==> src/atrc_params.svh <==
// Purpose: Offsets, field positions, reset values and timing in nanoseconds of the converter control block
// Assumes: Byte-wide registers on a plain strobe port, one address per register
// Notes:   Definitions only
`ifndef ATRC_PARAMS_SVH
`define ATRC_PARAMS_SVH

// ----------------------------------------------------------------
// Register offsets
// ----------------------------------------------------------------
`define ATRC_OFS_SC1       4'h0
`define ATRC_OFS_SC2       4'h1
`define ATRC_OFS_RES_HI    4'h2
`define ATRC_OFS_RES_LO    4'h3
`define ATRC_OFS_CMP_HI    4'h4
`define ATRC_OFS_CMP_LO    4'h5
`define ATRC_OFS_CFG       4'h6
`define ATRC_OFS_IRQ_STAT  4'h7
`define ATRC_OFS_IRQ_MASK  4'h8

// ----------------------------------------------------------------
// Field positions
// ----------------------------------------------------------------
`define ATRC_SC2_ACTIVE    7
`define ATRC_SC2_TRIG      6
`define ATRC_SC2_CMP_EN    5
`define ATRC_SC2_CMP_GE    4
`define ATRC_SC1_DONE      7
`define ATRC_SC1_IEN       6
`define ATRC_CFG_MODE_LO   2
`define ATRC_IRQ_DONE      0
`define ATRC_IRQ_DISCARD   1

// ----------------------------------------------------------------
// Reset values and codes
// ----------------------------------------------------------------
`define ATRC_SC1_RESET     8'h1F
`define ATRC_CHAN_OFF      5'h1F
`define ATRC_MODE_8BIT     2'h0
`define ATRC_MODE_10BIT    2'h2

// ----------------------------------------------------------------
// Timing
// ----------------------------------------------------------------
`define ATRC_CONV_NS       400
`define ATRC_CLK_NS        4

`endif

==> src/atrc_pkg.sv <==
// Purpose: Types shared by the converter control block
// Assumes: Nothing
// Notes:   Constants live in atrc_params.svh
package atrc_pkg;

    typedef enum logic [1:0] {
        ATRC_IDLE,
        ATRC_BUSY
    } atrc_state_type;

    typedef struct packed {
        logic [3:0] addr;
        logic [7:0] wdata;
        logic       wr;
        logic       rd;
    } atrc_bus_type;

    typedef struct packed {
        logic       valid;
        logic [9:0] data;
    } atrc_result_type;

endpackage

==> src/atrc_core.sv <==
// Purpose: Trigger, result and compare control of a successive-approximation converter
// Assumes: Engine answers each start with one i_conv_done pulse carrying a 10-bit result
// Notes:   Register port: one-cycle strobes, read data one cycle later
//
// The plain strobed port and the register addresses were decided locally.
`timescale 1ns/1ns
`include "atrc_params.svh"

// Notes on behaviour
// - Active flag sets when a conversion starts, clears on completion or abort.
// - Trigger select picks software write or hardware input as start source.
// - Compare bit one enables compare function, zero disables it.
// - Direction zero means result below value; one means greater or equal.
// - High result holds top two bits; reads zero in 8-bit mode.
// - Results load on completion unless compare is on and false.
// - In 10-bit mode, high read blocks transfers until low read; drops results.
// - In 8-bit mode no interlock; results transfer regardless of read order.
// - Changing width mode invalidates both result registers until a new store.
// - Low result holds low eight bits, or the whole 8-bit result.
// - Compare-high bits used in 10-bit mode only, ignored in 8-bit mode.
// - Compare-low bits checked against low eight result bits in both modes.
// - Complete flag sets per completion gated by compare; cleared by writes/low reads.
// - Complete flag rising with interrupt enable high sets the done status; o_irq also needs its mask bit.
// - Width mode 00 selects 8-bit, 10 selects 10-bit; 01 and 11 reserved.
// - Writing control one aborts conversion, restarts in software trigger mode unless channel is all ones.
module atrc_core
    import atrc_pkg::*;
#(
    parameter int CONV_CYCLES = (`ATRC_CONV_NS + `ATRC_CLK_NS - 1) / `ATRC_CLK_NS
) (
    input  wire logic       i_core_clk,
    input  wire logic       i_rst,
    input  wire logic [3:0] i_addr,
    input  wire logic [7:0] i_wdata,
    input  wire logic       i_wr,
    input  wire logic       i_rd,
    output logic      [7:0] o_rdata,
    input  wire logic       i_hw_trigger,
    input  wire logic       i_conv_done,
    input  wire logic [9:0] i_conv_data,
    output logic            o_conv_start,
    output logic            o_conv_abort,
    output logic      [4:0] o_channel,
    output logic            o_mode_10bit,
    output logic            o_irq
);
    // Elaboration-time refusal of a conversion length the logic cannot serve
    if (CONV_CYCLES < 1 || CONV_CYCLES > 65535) begin : g_cycles_check
        $error("CONV_CYCLES out of range");
    end

    // ------------------------------------------------------------
    // Hardware trigger synchroniser
    // ------------------------------------------------------------
    logic hwt_level;
    logic hwt_rise;

    atrc_sync u_sync (
        .i_core_clk (i_core_clk),
        .i_rst      (i_rst),
        .i_async    (i_hw_trigger),
        .o_level    (hwt_level),
        .o_rise     (hwt_rise)
    );

    // ------------------------------------------------------------
    // State
    // ------------------------------------------------------------
    atrc_state_type  state_ff;
    atrc_state_type  nxt_state;
    logic [7:0]      sc1_ff;
    logic [7:0]      nxt_sc1;
    logic [5:4]      sc2_cmp_ff;
    logic [5:4]      nxt_sc2_cmp;
    logic            trig_ff;
    logic            nxt_trig;
    logic [1:0]      mode_ff;
    logic [1:0]      nxt_mode;
    logic [7:0]      cfg_ff;
    logic [7:0]      nxt_cfg;
    logic [1:0]      cmp_hi_ff;
    logic [1:0]      nxt_cmp_hi;
    logic [7:0]      cmp_lo_ff;
    logic [7:0]      nxt_cmp_lo;
    atrc_result_type res_ff;
    atrc_result_type nxt_res;
    logic            lock_ff;
    logic            nxt_lock;
    logic [1:0]      stat_ff;
    logic [1:0]      nxt_stat;
    logic [1:0]      mask_ff;
    logic [1:0]      nxt_mask;
    logic [7:0]      rdata_ff;
    logic [7:0]      nxt_rdata;

    logic wr_sc1;
    logic rd_lo;
    logic rd_hi;
    logic start;
    logic cmp_true;
    logic store;
    logic drop;
    logic mode10;

    // Compare with width taken from the mode: returns condition
    function automatic logic cmp_eval(input logic [9:0] res, input logic [1:0] hi,
                                      input logic [7:0] lo, input logic wide, input logic ge);
        logic [9:0] val;
        logic [9:0] r;
        val = wide ? {hi, lo} : {2'h0, lo};
        r   = wide ? res : {2'h0, res[7:0]};
        return ge ? (r >= val) : (r < val);
    endfunction

    assign mode10 = (mode_ff == `ATRC_MODE_10BIT);
    assign wr_sc1 = i_wr && (i_addr == `ATRC_OFS_SC1);
    assign rd_lo  = i_rd && (i_addr == `ATRC_OFS_RES_LO);
    assign rd_hi  = i_rd && (i_addr == `ATRC_OFS_RES_HI);

    // Software start on control-one write, hardware start on trigger edge
    // Hardware start looks at the stored channel, never at idle write data
    assign start = (wr_sc1 && !trig_ff && i_wdata[4:0] != `ATRC_CHAN_OFF)
                 || (trig_ff && hwt_rise && !wr_sc1
                     && sc1_ff[4:0] != `ATRC_CHAN_OFF);

    assign cmp_true = cmp_eval(i_conv_data, cmp_hi_ff, cmp_lo_ff, mode10, sc2_cmp_ff[4]);
    assign store    = i_conv_done && (state_ff == ATRC_BUSY) && !wr_sc1
                    && (!sc2_cmp_ff[5] || cmp_true);
    assign drop     = store && mode10 && lock_ff;

    // ------------------------------------------------------------
    // Next-state logic
    // ------------------------------------------------------------
    always_comb begin
        nxt_state   = state_ff;
        nxt_sc1     = sc1_ff;
        nxt_sc2_cmp = sc2_cmp_ff;
        nxt_trig    = trig_ff;
        nxt_mode    = mode_ff;
        nxt_cfg     = cfg_ff;
        nxt_cmp_hi  = cmp_hi_ff;
        nxt_cmp_lo  = cmp_lo_ff;
        nxt_res     = res_ff;
        nxt_lock    = lock_ff;
        nxt_stat    = stat_ff;
        nxt_mask    = mask_ff;
        nxt_rdata   = 8'h00;

        unique case (state_ff)
            ATRC_IDLE: begin
                if (start && trig_ff && !wr_sc1) begin
                    nxt_state = ATRC_BUSY;
                end
            end
            ATRC_BUSY: begin
                if (i_conv_done) begin
                    nxt_state = ATRC_IDLE;
                end
            end
        endcase
        if (wr_sc1) begin
            nxt_state = start ? ATRC_BUSY : ATRC_IDLE;
        end

        if (store && !drop) begin
            nxt_res.valid = 1'b1;
            nxt_res.data  = mode10 ? i_conv_data : {2'h0, i_conv_data[7:0]};
        end
        if (store) begin
            nxt_sc1[`ATRC_SC1_DONE] = 1'b1;
        end
        if (rd_hi && mode10) begin
            nxt_lock = 1'b1;
        end
        if (rd_lo || !mode10) begin
            nxt_lock = 1'b0;
        end
        if (rd_lo && !store) begin
            nxt_sc1[`ATRC_SC1_DONE] = 1'b0;
        end

        // Sticky interrupt status, set wins over clear
        if (i_wr && i_addr == `ATRC_OFS_IRQ_STAT) begin
            nxt_stat = stat_ff & ~i_wdata[1:0];
        end
        if (store && !sc1_ff[`ATRC_SC1_DONE] && sc1_ff[`ATRC_SC1_IEN]) begin
            nxt_stat[`ATRC_IRQ_DONE] = 1'b1;
        end
        if (drop) begin
            nxt_stat[`ATRC_IRQ_DISCARD] = 1'b1;
        end

        if (i_wr) begin
            unique case (i_addr)
                `ATRC_OFS_SC1: begin
                    nxt_sc1 = {1'b0, i_wdata[6:0]};
                end
                `ATRC_OFS_SC2: begin
                    nxt_trig    = i_wdata[`ATRC_SC2_TRIG];
                    nxt_sc2_cmp = i_wdata[5:4];
                end
                `ATRC_OFS_CMP_HI: nxt_cmp_hi = i_wdata[1:0];
                `ATRC_OFS_CMP_LO: nxt_cmp_lo = i_wdata;
                `ATRC_OFS_CFG: begin
                    nxt_cfg  = i_wdata;
                    nxt_mode = i_wdata[`ATRC_CFG_MODE_LO +: 2];
                    if (nxt_mode != mode_ff) begin
                        nxt_res.valid = 1'b0;
                        nxt_lock      = 1'b0;
                    end
                end
                `ATRC_OFS_IRQ_MASK: nxt_mask = i_wdata[1:0];
                default: ;
            endcase
        end

        if (i_rd) begin
            unique case (i_addr)
                `ATRC_OFS_SC1:      nxt_rdata = sc1_ff;
                `ATRC_OFS_SC2:      nxt_rdata = {state_ff == ATRC_BUSY, trig_ff, sc2_cmp_ff, 4'h0};
                `ATRC_OFS_RES_HI:   nxt_rdata = (mode10 && res_ff.valid) ? {6'h00, res_ff.data[9:8]} : 8'h00;
                `ATRC_OFS_RES_LO:   nxt_rdata = res_ff.valid ? res_ff.data[7:0] : 8'h00;
                `ATRC_OFS_CMP_HI:   nxt_rdata = {6'h00, cmp_hi_ff};
                `ATRC_OFS_CMP_LO:   nxt_rdata = cmp_lo_ff;
                `ATRC_OFS_CFG:      nxt_rdata = cfg_ff;
                `ATRC_OFS_IRQ_STAT: nxt_rdata = {6'h00, stat_ff};
                `ATRC_OFS_IRQ_MASK: nxt_rdata = {6'h00, mask_ff};
                default:            nxt_rdata = 8'h00;
            endcase
        end
    end

    // ------------------------------------------------------------
    // Registers
    // ------------------------------------------------------------
    always_ff @(posedge i_core_clk) begin
        if (i_rst) begin
            state_ff   <= ATRC_IDLE;
            sc1_ff     <= `ATRC_SC1_RESET;
            sc2_cmp_ff <= 2'h0;
            trig_ff    <= 1'b0;
            mode_ff    <= `ATRC_MODE_8BIT;
            cfg_ff     <= 8'h00;
            cmp_hi_ff  <= 2'h0;
            cmp_lo_ff  <= 8'h00;
            res_ff     <= '0;
            lock_ff    <= 1'b0;
            stat_ff    <= 2'h0;
            mask_ff    <= 2'h0;
            rdata_ff   <= 8'h00;
        end else begin
            state_ff   <= nxt_state;
            sc1_ff     <= nxt_sc1;
            sc2_cmp_ff <= nxt_sc2_cmp;
            trig_ff    <= nxt_trig;
            mode_ff    <= nxt_mode;
            cfg_ff     <= nxt_cfg;
            cmp_hi_ff  <= nxt_cmp_hi;
            cmp_lo_ff  <= nxt_cmp_lo;
            res_ff     <= nxt_res;
            lock_ff    <= nxt_lock;
            stat_ff    <= nxt_stat;
            mask_ff    <= nxt_mask;
            rdata_ff   <= nxt_rdata;
        end
    end

    assign o_rdata      = rdata_ff;
    assign o_conv_start = (start && (wr_sc1 || state_ff == ATRC_IDLE));
    assign o_conv_abort = wr_sc1 && (state_ff == ATRC_BUSY);
    assign o_channel    = sc1_ff[4:0];
    assign o_mode_10bit = mode10;
    assign o_irq        = |(stat_ff & mask_ff);
endmodule

==> src/atrc_sync.sv <==
// Purpose: Three-stage synchroniser with agreement filter and rising-edge pulse
// Assumes: Input asynchronous to i_core_clk
// Notes:   First stage is read only by the second
`timescale 1ns/1ns
module atrc_sync (
    input  wire logic i_core_clk,
    input  wire logic i_rst,
    input  wire logic i_async,
    output logic      o_level,
    output logic      o_rise
);
    logic [2:0] sync_ff;
    logic [2:0] nxt_sync;
    logic       level_ff;
    logic       nxt_level;

    always_comb begin
        nxt_sync  = {sync_ff[1:0], i_async};
        nxt_level = level_ff;
        if (sync_ff[2] == sync_ff[1]) begin
            nxt_level = sync_ff[2];
        end
    end

    always_ff @(posedge i_core_clk) begin
        if (i_rst) begin
            sync_ff  <= 3'h0;
            level_ff <= 1'b0;
        end else begin
            sync_ff  <= nxt_sync;
            level_ff <= nxt_level;
        end
    end

    assign o_level = level_ff;
    assign o_rise  = nxt_level & ~level_ff;
endmodule

==> config.mk <==
export PLATFORM = sky130hd
export DESIGN_NAME = atrc_core
export DESIGN_NICKNAME = d
export VERILOG_FILES = /design/src/atrc_pkg.sv /design/src/atrc_core.sv /design/src/atrc_sync.sv
export VERILOG_INCLUDE_DIRS = /design/src
export SDC_FILE = /design/constraint.sdc
export NUM_CORES = 1
export LEC_CHECK = 0
export ABC_AREA = 1
export BUFFER_PORTS_ARGS = -buffer_cell sky130_fd_sc_hd__buf_2
export CORE_ASPECT_RATIO = 0.9
export CORE_MARGIN = 5
export CORE_UTILIZATION = 50
export CTS_BUF_LIST = sky130_fd_sc_hd__clkbuf_4 sky130_fd_sc_hd__clkbuf_8
export DETAILED_ROUTE_END_ITERATION = 8
export GPL_TIMING_DRIVEN = 0
export PLACE_DENSITY = 0.71
export SETUP_SLACK_MARGIN = 0.5
export SLEW_MARGIN = 10
export SYNTH_ARGS = -nofsm -noshare
export SYNTH_HDL_FRONTEND = slang
export SYNTH_HIERARCHICAL = 1
export SYNTH_SLANG_ARGS = --single-unit
==> constraint.sdc <==
create_clock -name i_core_clk -period 4 [get_ports i_core_clk]
set_input_delay 0.8 -clock i_core_clk [delete_from_list [all_inputs] [get_ports i_core_clk]]
set_output_delay 0.8 -clock i_core_clk [all_outputs]
set_load 0.05 [all_outputs]
==> flow_summary.ini <==
[pwr]
power_density_nw_per_um2 = 379
peakVddDrop_v = 0.000248
leakagePower_nw = 1.60

[detailed_routing]
drtPass1Iterations = 5
detail_route.wl_per_cell_um = 14.3
viasPerCell = 5.20
vias = 2883
drt_iter0_markers = 204
drtAntennaViolNets = 0
wl_um = 7950
remaining_drc_errors = 0

[setup_path]
cp.arrival_ns = 2.02
cp_slowest_cell = buf_2
cp_cell_sequence = buf_2 > nor2_4 > inv_2 > nor2_8 > nand2_4 > nor3_2 > inv_1 > a21boi_2 > buf_2
r2r_start = mode_ff[0]$_SDFFE_PP0P_
critPathRequiredTime_ns = 3.20
rr_worst_depth = 17
worstPathMaxFanout = 7
critPathKind = input pin to primary output
cp-end-kind = primary output
rrSetupSlack_ns = 1.66
startpoint_type = input pin
r2r-end = res_ff[7]$_SDFFE_PP0P_
slowest_delay_ns = 0.28
cpLargestDelayFamily = buffers and inverters
critPathBufInv = 4
crit_top_cell = buf_2

[timing]
finClkSkew_ns = 0.00931
tightest_slew_ns = 0.584
rsz0062_at_grt = false
worst_hold_slack_ns = 0.410
post-route-period-util_pct = 70.5
fin_ws_ns = 1.18
report.final.setup_viol = 0
tns_ns = 0
slew_headroom_pct = 61.1
clock.fmax_mhz = 355
final-max-slew-violation-count = 0
hold_violations = 0
min_period_ns = 2.82

[global_routing]
grt_start_max_net_pins = 11
grt_pass1_wl_um = 13100
first_global_vias = 2748
grt-ovfl-total = 0
antenna_found_initial = 0
grt_usage_pct = 21.7

[die]
core_um2 = 5760
io_pins = 45
initial_core_util_pct = 52.1
rows = 26
dieArea_um2 = 7650
die_y_um = 83.5
fp.dieW_um = 91.7

[flow_run]
drv_cap = 0

[logic_synthesis]
yosys.area.top_type = dfxtp_1
ys_types = 35
synthTopCellsByArea = dfxtp_1, inv_1, nand2_1, a21oi_1, o21ai_0
synth_top_area_share_pct = 38.7
synth.cell_area_um2 = 3000
synth_nets = 462
synth.avg_cell_area_um2 = 7.08
async_reset_ff_share_pct = 0
synth_enable_flop_cells = 0
synth_top_flop_cell = dfxtp_1
ys_seq_area_share_pct = 38.7
ys_seq_elements = 58
yosys_warnings = 6
syn_inst = 424
ys_top_cells_by_count = inv_1, nand2_1, dfxtp_1

[clocking]
cts_tree = done
root_buffer = clkbuf_8
postCtsSetupRepairBufs = 0
cts_sinks = 58
clk_pin_slew_ns = 0.07
h-tree-depth = 3
cts_inserted_buffers = 9
hold_buffers = 0
post_cts_resized = 0
clk_latency_ns = 0.35
clock_path_buffers = 2

[layout]
fin_util_pct = 61.5
fin_area_um2 = 3540
syn2layout_area_growth_pct = 18.0
layout.nets = 517
drive_gt1_share_pct = 20.5
n_antenna_cell = 0

[run_status]
status = completed

[min_path]
whs_endpoint = u_sync/sync_ff[1]$_SDFF_PP0_
worstHoldStart = u_sync/sync_ff[0]$_SDFF_PP0_
hp-class = flip-flop to flip-flop
min_path_cells = 2

[placed_design]
port_buffers = 44
place_area_um2 = 3310
pre_cts_slack_ns = 1.20
gp_congestion = 0.903
hpwl_um = 6090
==> area by class of cell <==
type                            instances  area [um^2]
Sequential cell                        58         1160
Clock inverter                          4         73.8
Inverter                               83          312
Clock buffer                           12          159
Multi-Input combinational cell        265         1420
Tap cell                               70         87.6
Fill cell                             550         2220
Buffer                                 18          113
Timing Repair Buffer                   44          220
==> per-stage QoR <==
stage | power [mW] | cells
3_3_place_gp | 0.723 | 538
6_report | 1.34 | 554
4_1_cts | 1.35 | 554
2_1_floorplan | 0.681 | 424
3_5_place_dp | 0.725 | 538
5_1_grt | 1.39 | 554
==> worst max-delay path by stage <==
stage | start | to | slack (ns) | depth (start not counted)
2_1_floorplan | i_addr[3] | o_conv_abort | 1.19 | 6
3_3_place_gp | i_addr[3] | o_conv_start | 1.19 | 9
3_5_place_dp | i_addr[3] | o_conv_start | 1.20 | 9
4_1_cts | i_addr[3] | o_conv_start | 1.17 | 9
5_1_grt | i_addr[3] | o_conv_start | 1.06 | 9
6_report | i_addr[3] | o_conv_start | 1.18 | 9
==> cell families (layout without fill, tap and decap cells) <==
group,Yosys count,after routing,share of synthesized area (%)
XOR/XNOR,1,1,0.292
AND/OR/NAND/NOR,170,170,27.0
buffers and inverters,101,161,14.1
AO/OA/AOI/OAI,84,84,15.8
flip-flops,58,58,38.7
adder cells (fa/ha/maj),10,10,4.17
==> cell usage in the layout, fill, tap and decap left out, types with 10 or more instances in the layout <==
| cell type | instances |
|---|---|
| nor2_1 | 33 |
| ha_1 | 10 |
| inv_1 | 78 |
| nand4_1 | 12 |
| o22ai_1 | 10 |
| clkbuf_8 | 11 |
| o21ai_0 | 26 |
| a21oi_1 | 36 |
| buf_2 | 47 |
| nand3_1 | 21 |
| dfxtp_1 | 58 |
| nand2_1 | 78 |
==> power breakdown <==
| group | internal, mW | total (mW) | leakage [nW] | switching [mW] |
|---|---|---|---|---|
| sequential | 0.587 | 0.592 | 0.469 | 0.00496 |
| clock | 0.392 | 0.629 | 0.120 | 0.238 |
| combinational | 0.0408 | 0.121 | 1.01 | 0.0805 |
| total | 1.02 | 1.34 | 1.60 | 0.323 |
==> flip-flops by register name (all words and copies together) (netlist names) <==
name and cells:
sc1_ff 8, mask_ff 2, u_sync/sync_ff 3, state_ff 1
u_sync/o_level 1, cmp_lo_ff 8, lock_ff 1, cmp_hi_ff 2
trig_ff 1, cfg_ff 7, o_rdata 8, sc2_cmp_ff 2
mode_ff 1, res_ff 11, stat_ff 2
==> worst reg2reg max path, stage by stage, from the launching register on <==
cell	delay (ns)
dfxtp_1	0.34
inv_1	0.07
nand2_1	0.16
inv_1	0.15
nand2_1	0.11
inv_1	0.05
ha_1	0.31
nand2_2	0.11
inv_1	0.06
a21oi_1	0.16
nand3_1	0.09
nand2_1	0.07
nand3_2	0.14
nand3_2	0.11
buf_6	0.15
nand2_1	0.06
inv_1	0.06
nor2_1	0.04
==> routing by layer <==
metal  vias to the layer above  global-route usage [%]  part of all wire, %
li1                       1469                       -                    -
met1                      1266                    29.5                   45
met2                       126                    32.8                   44
met3                        22                    6.04                  8.8
met4                         0                    7.81                  2.3
met5                         -                       0                    0
(Power assumes the default switching activity.)
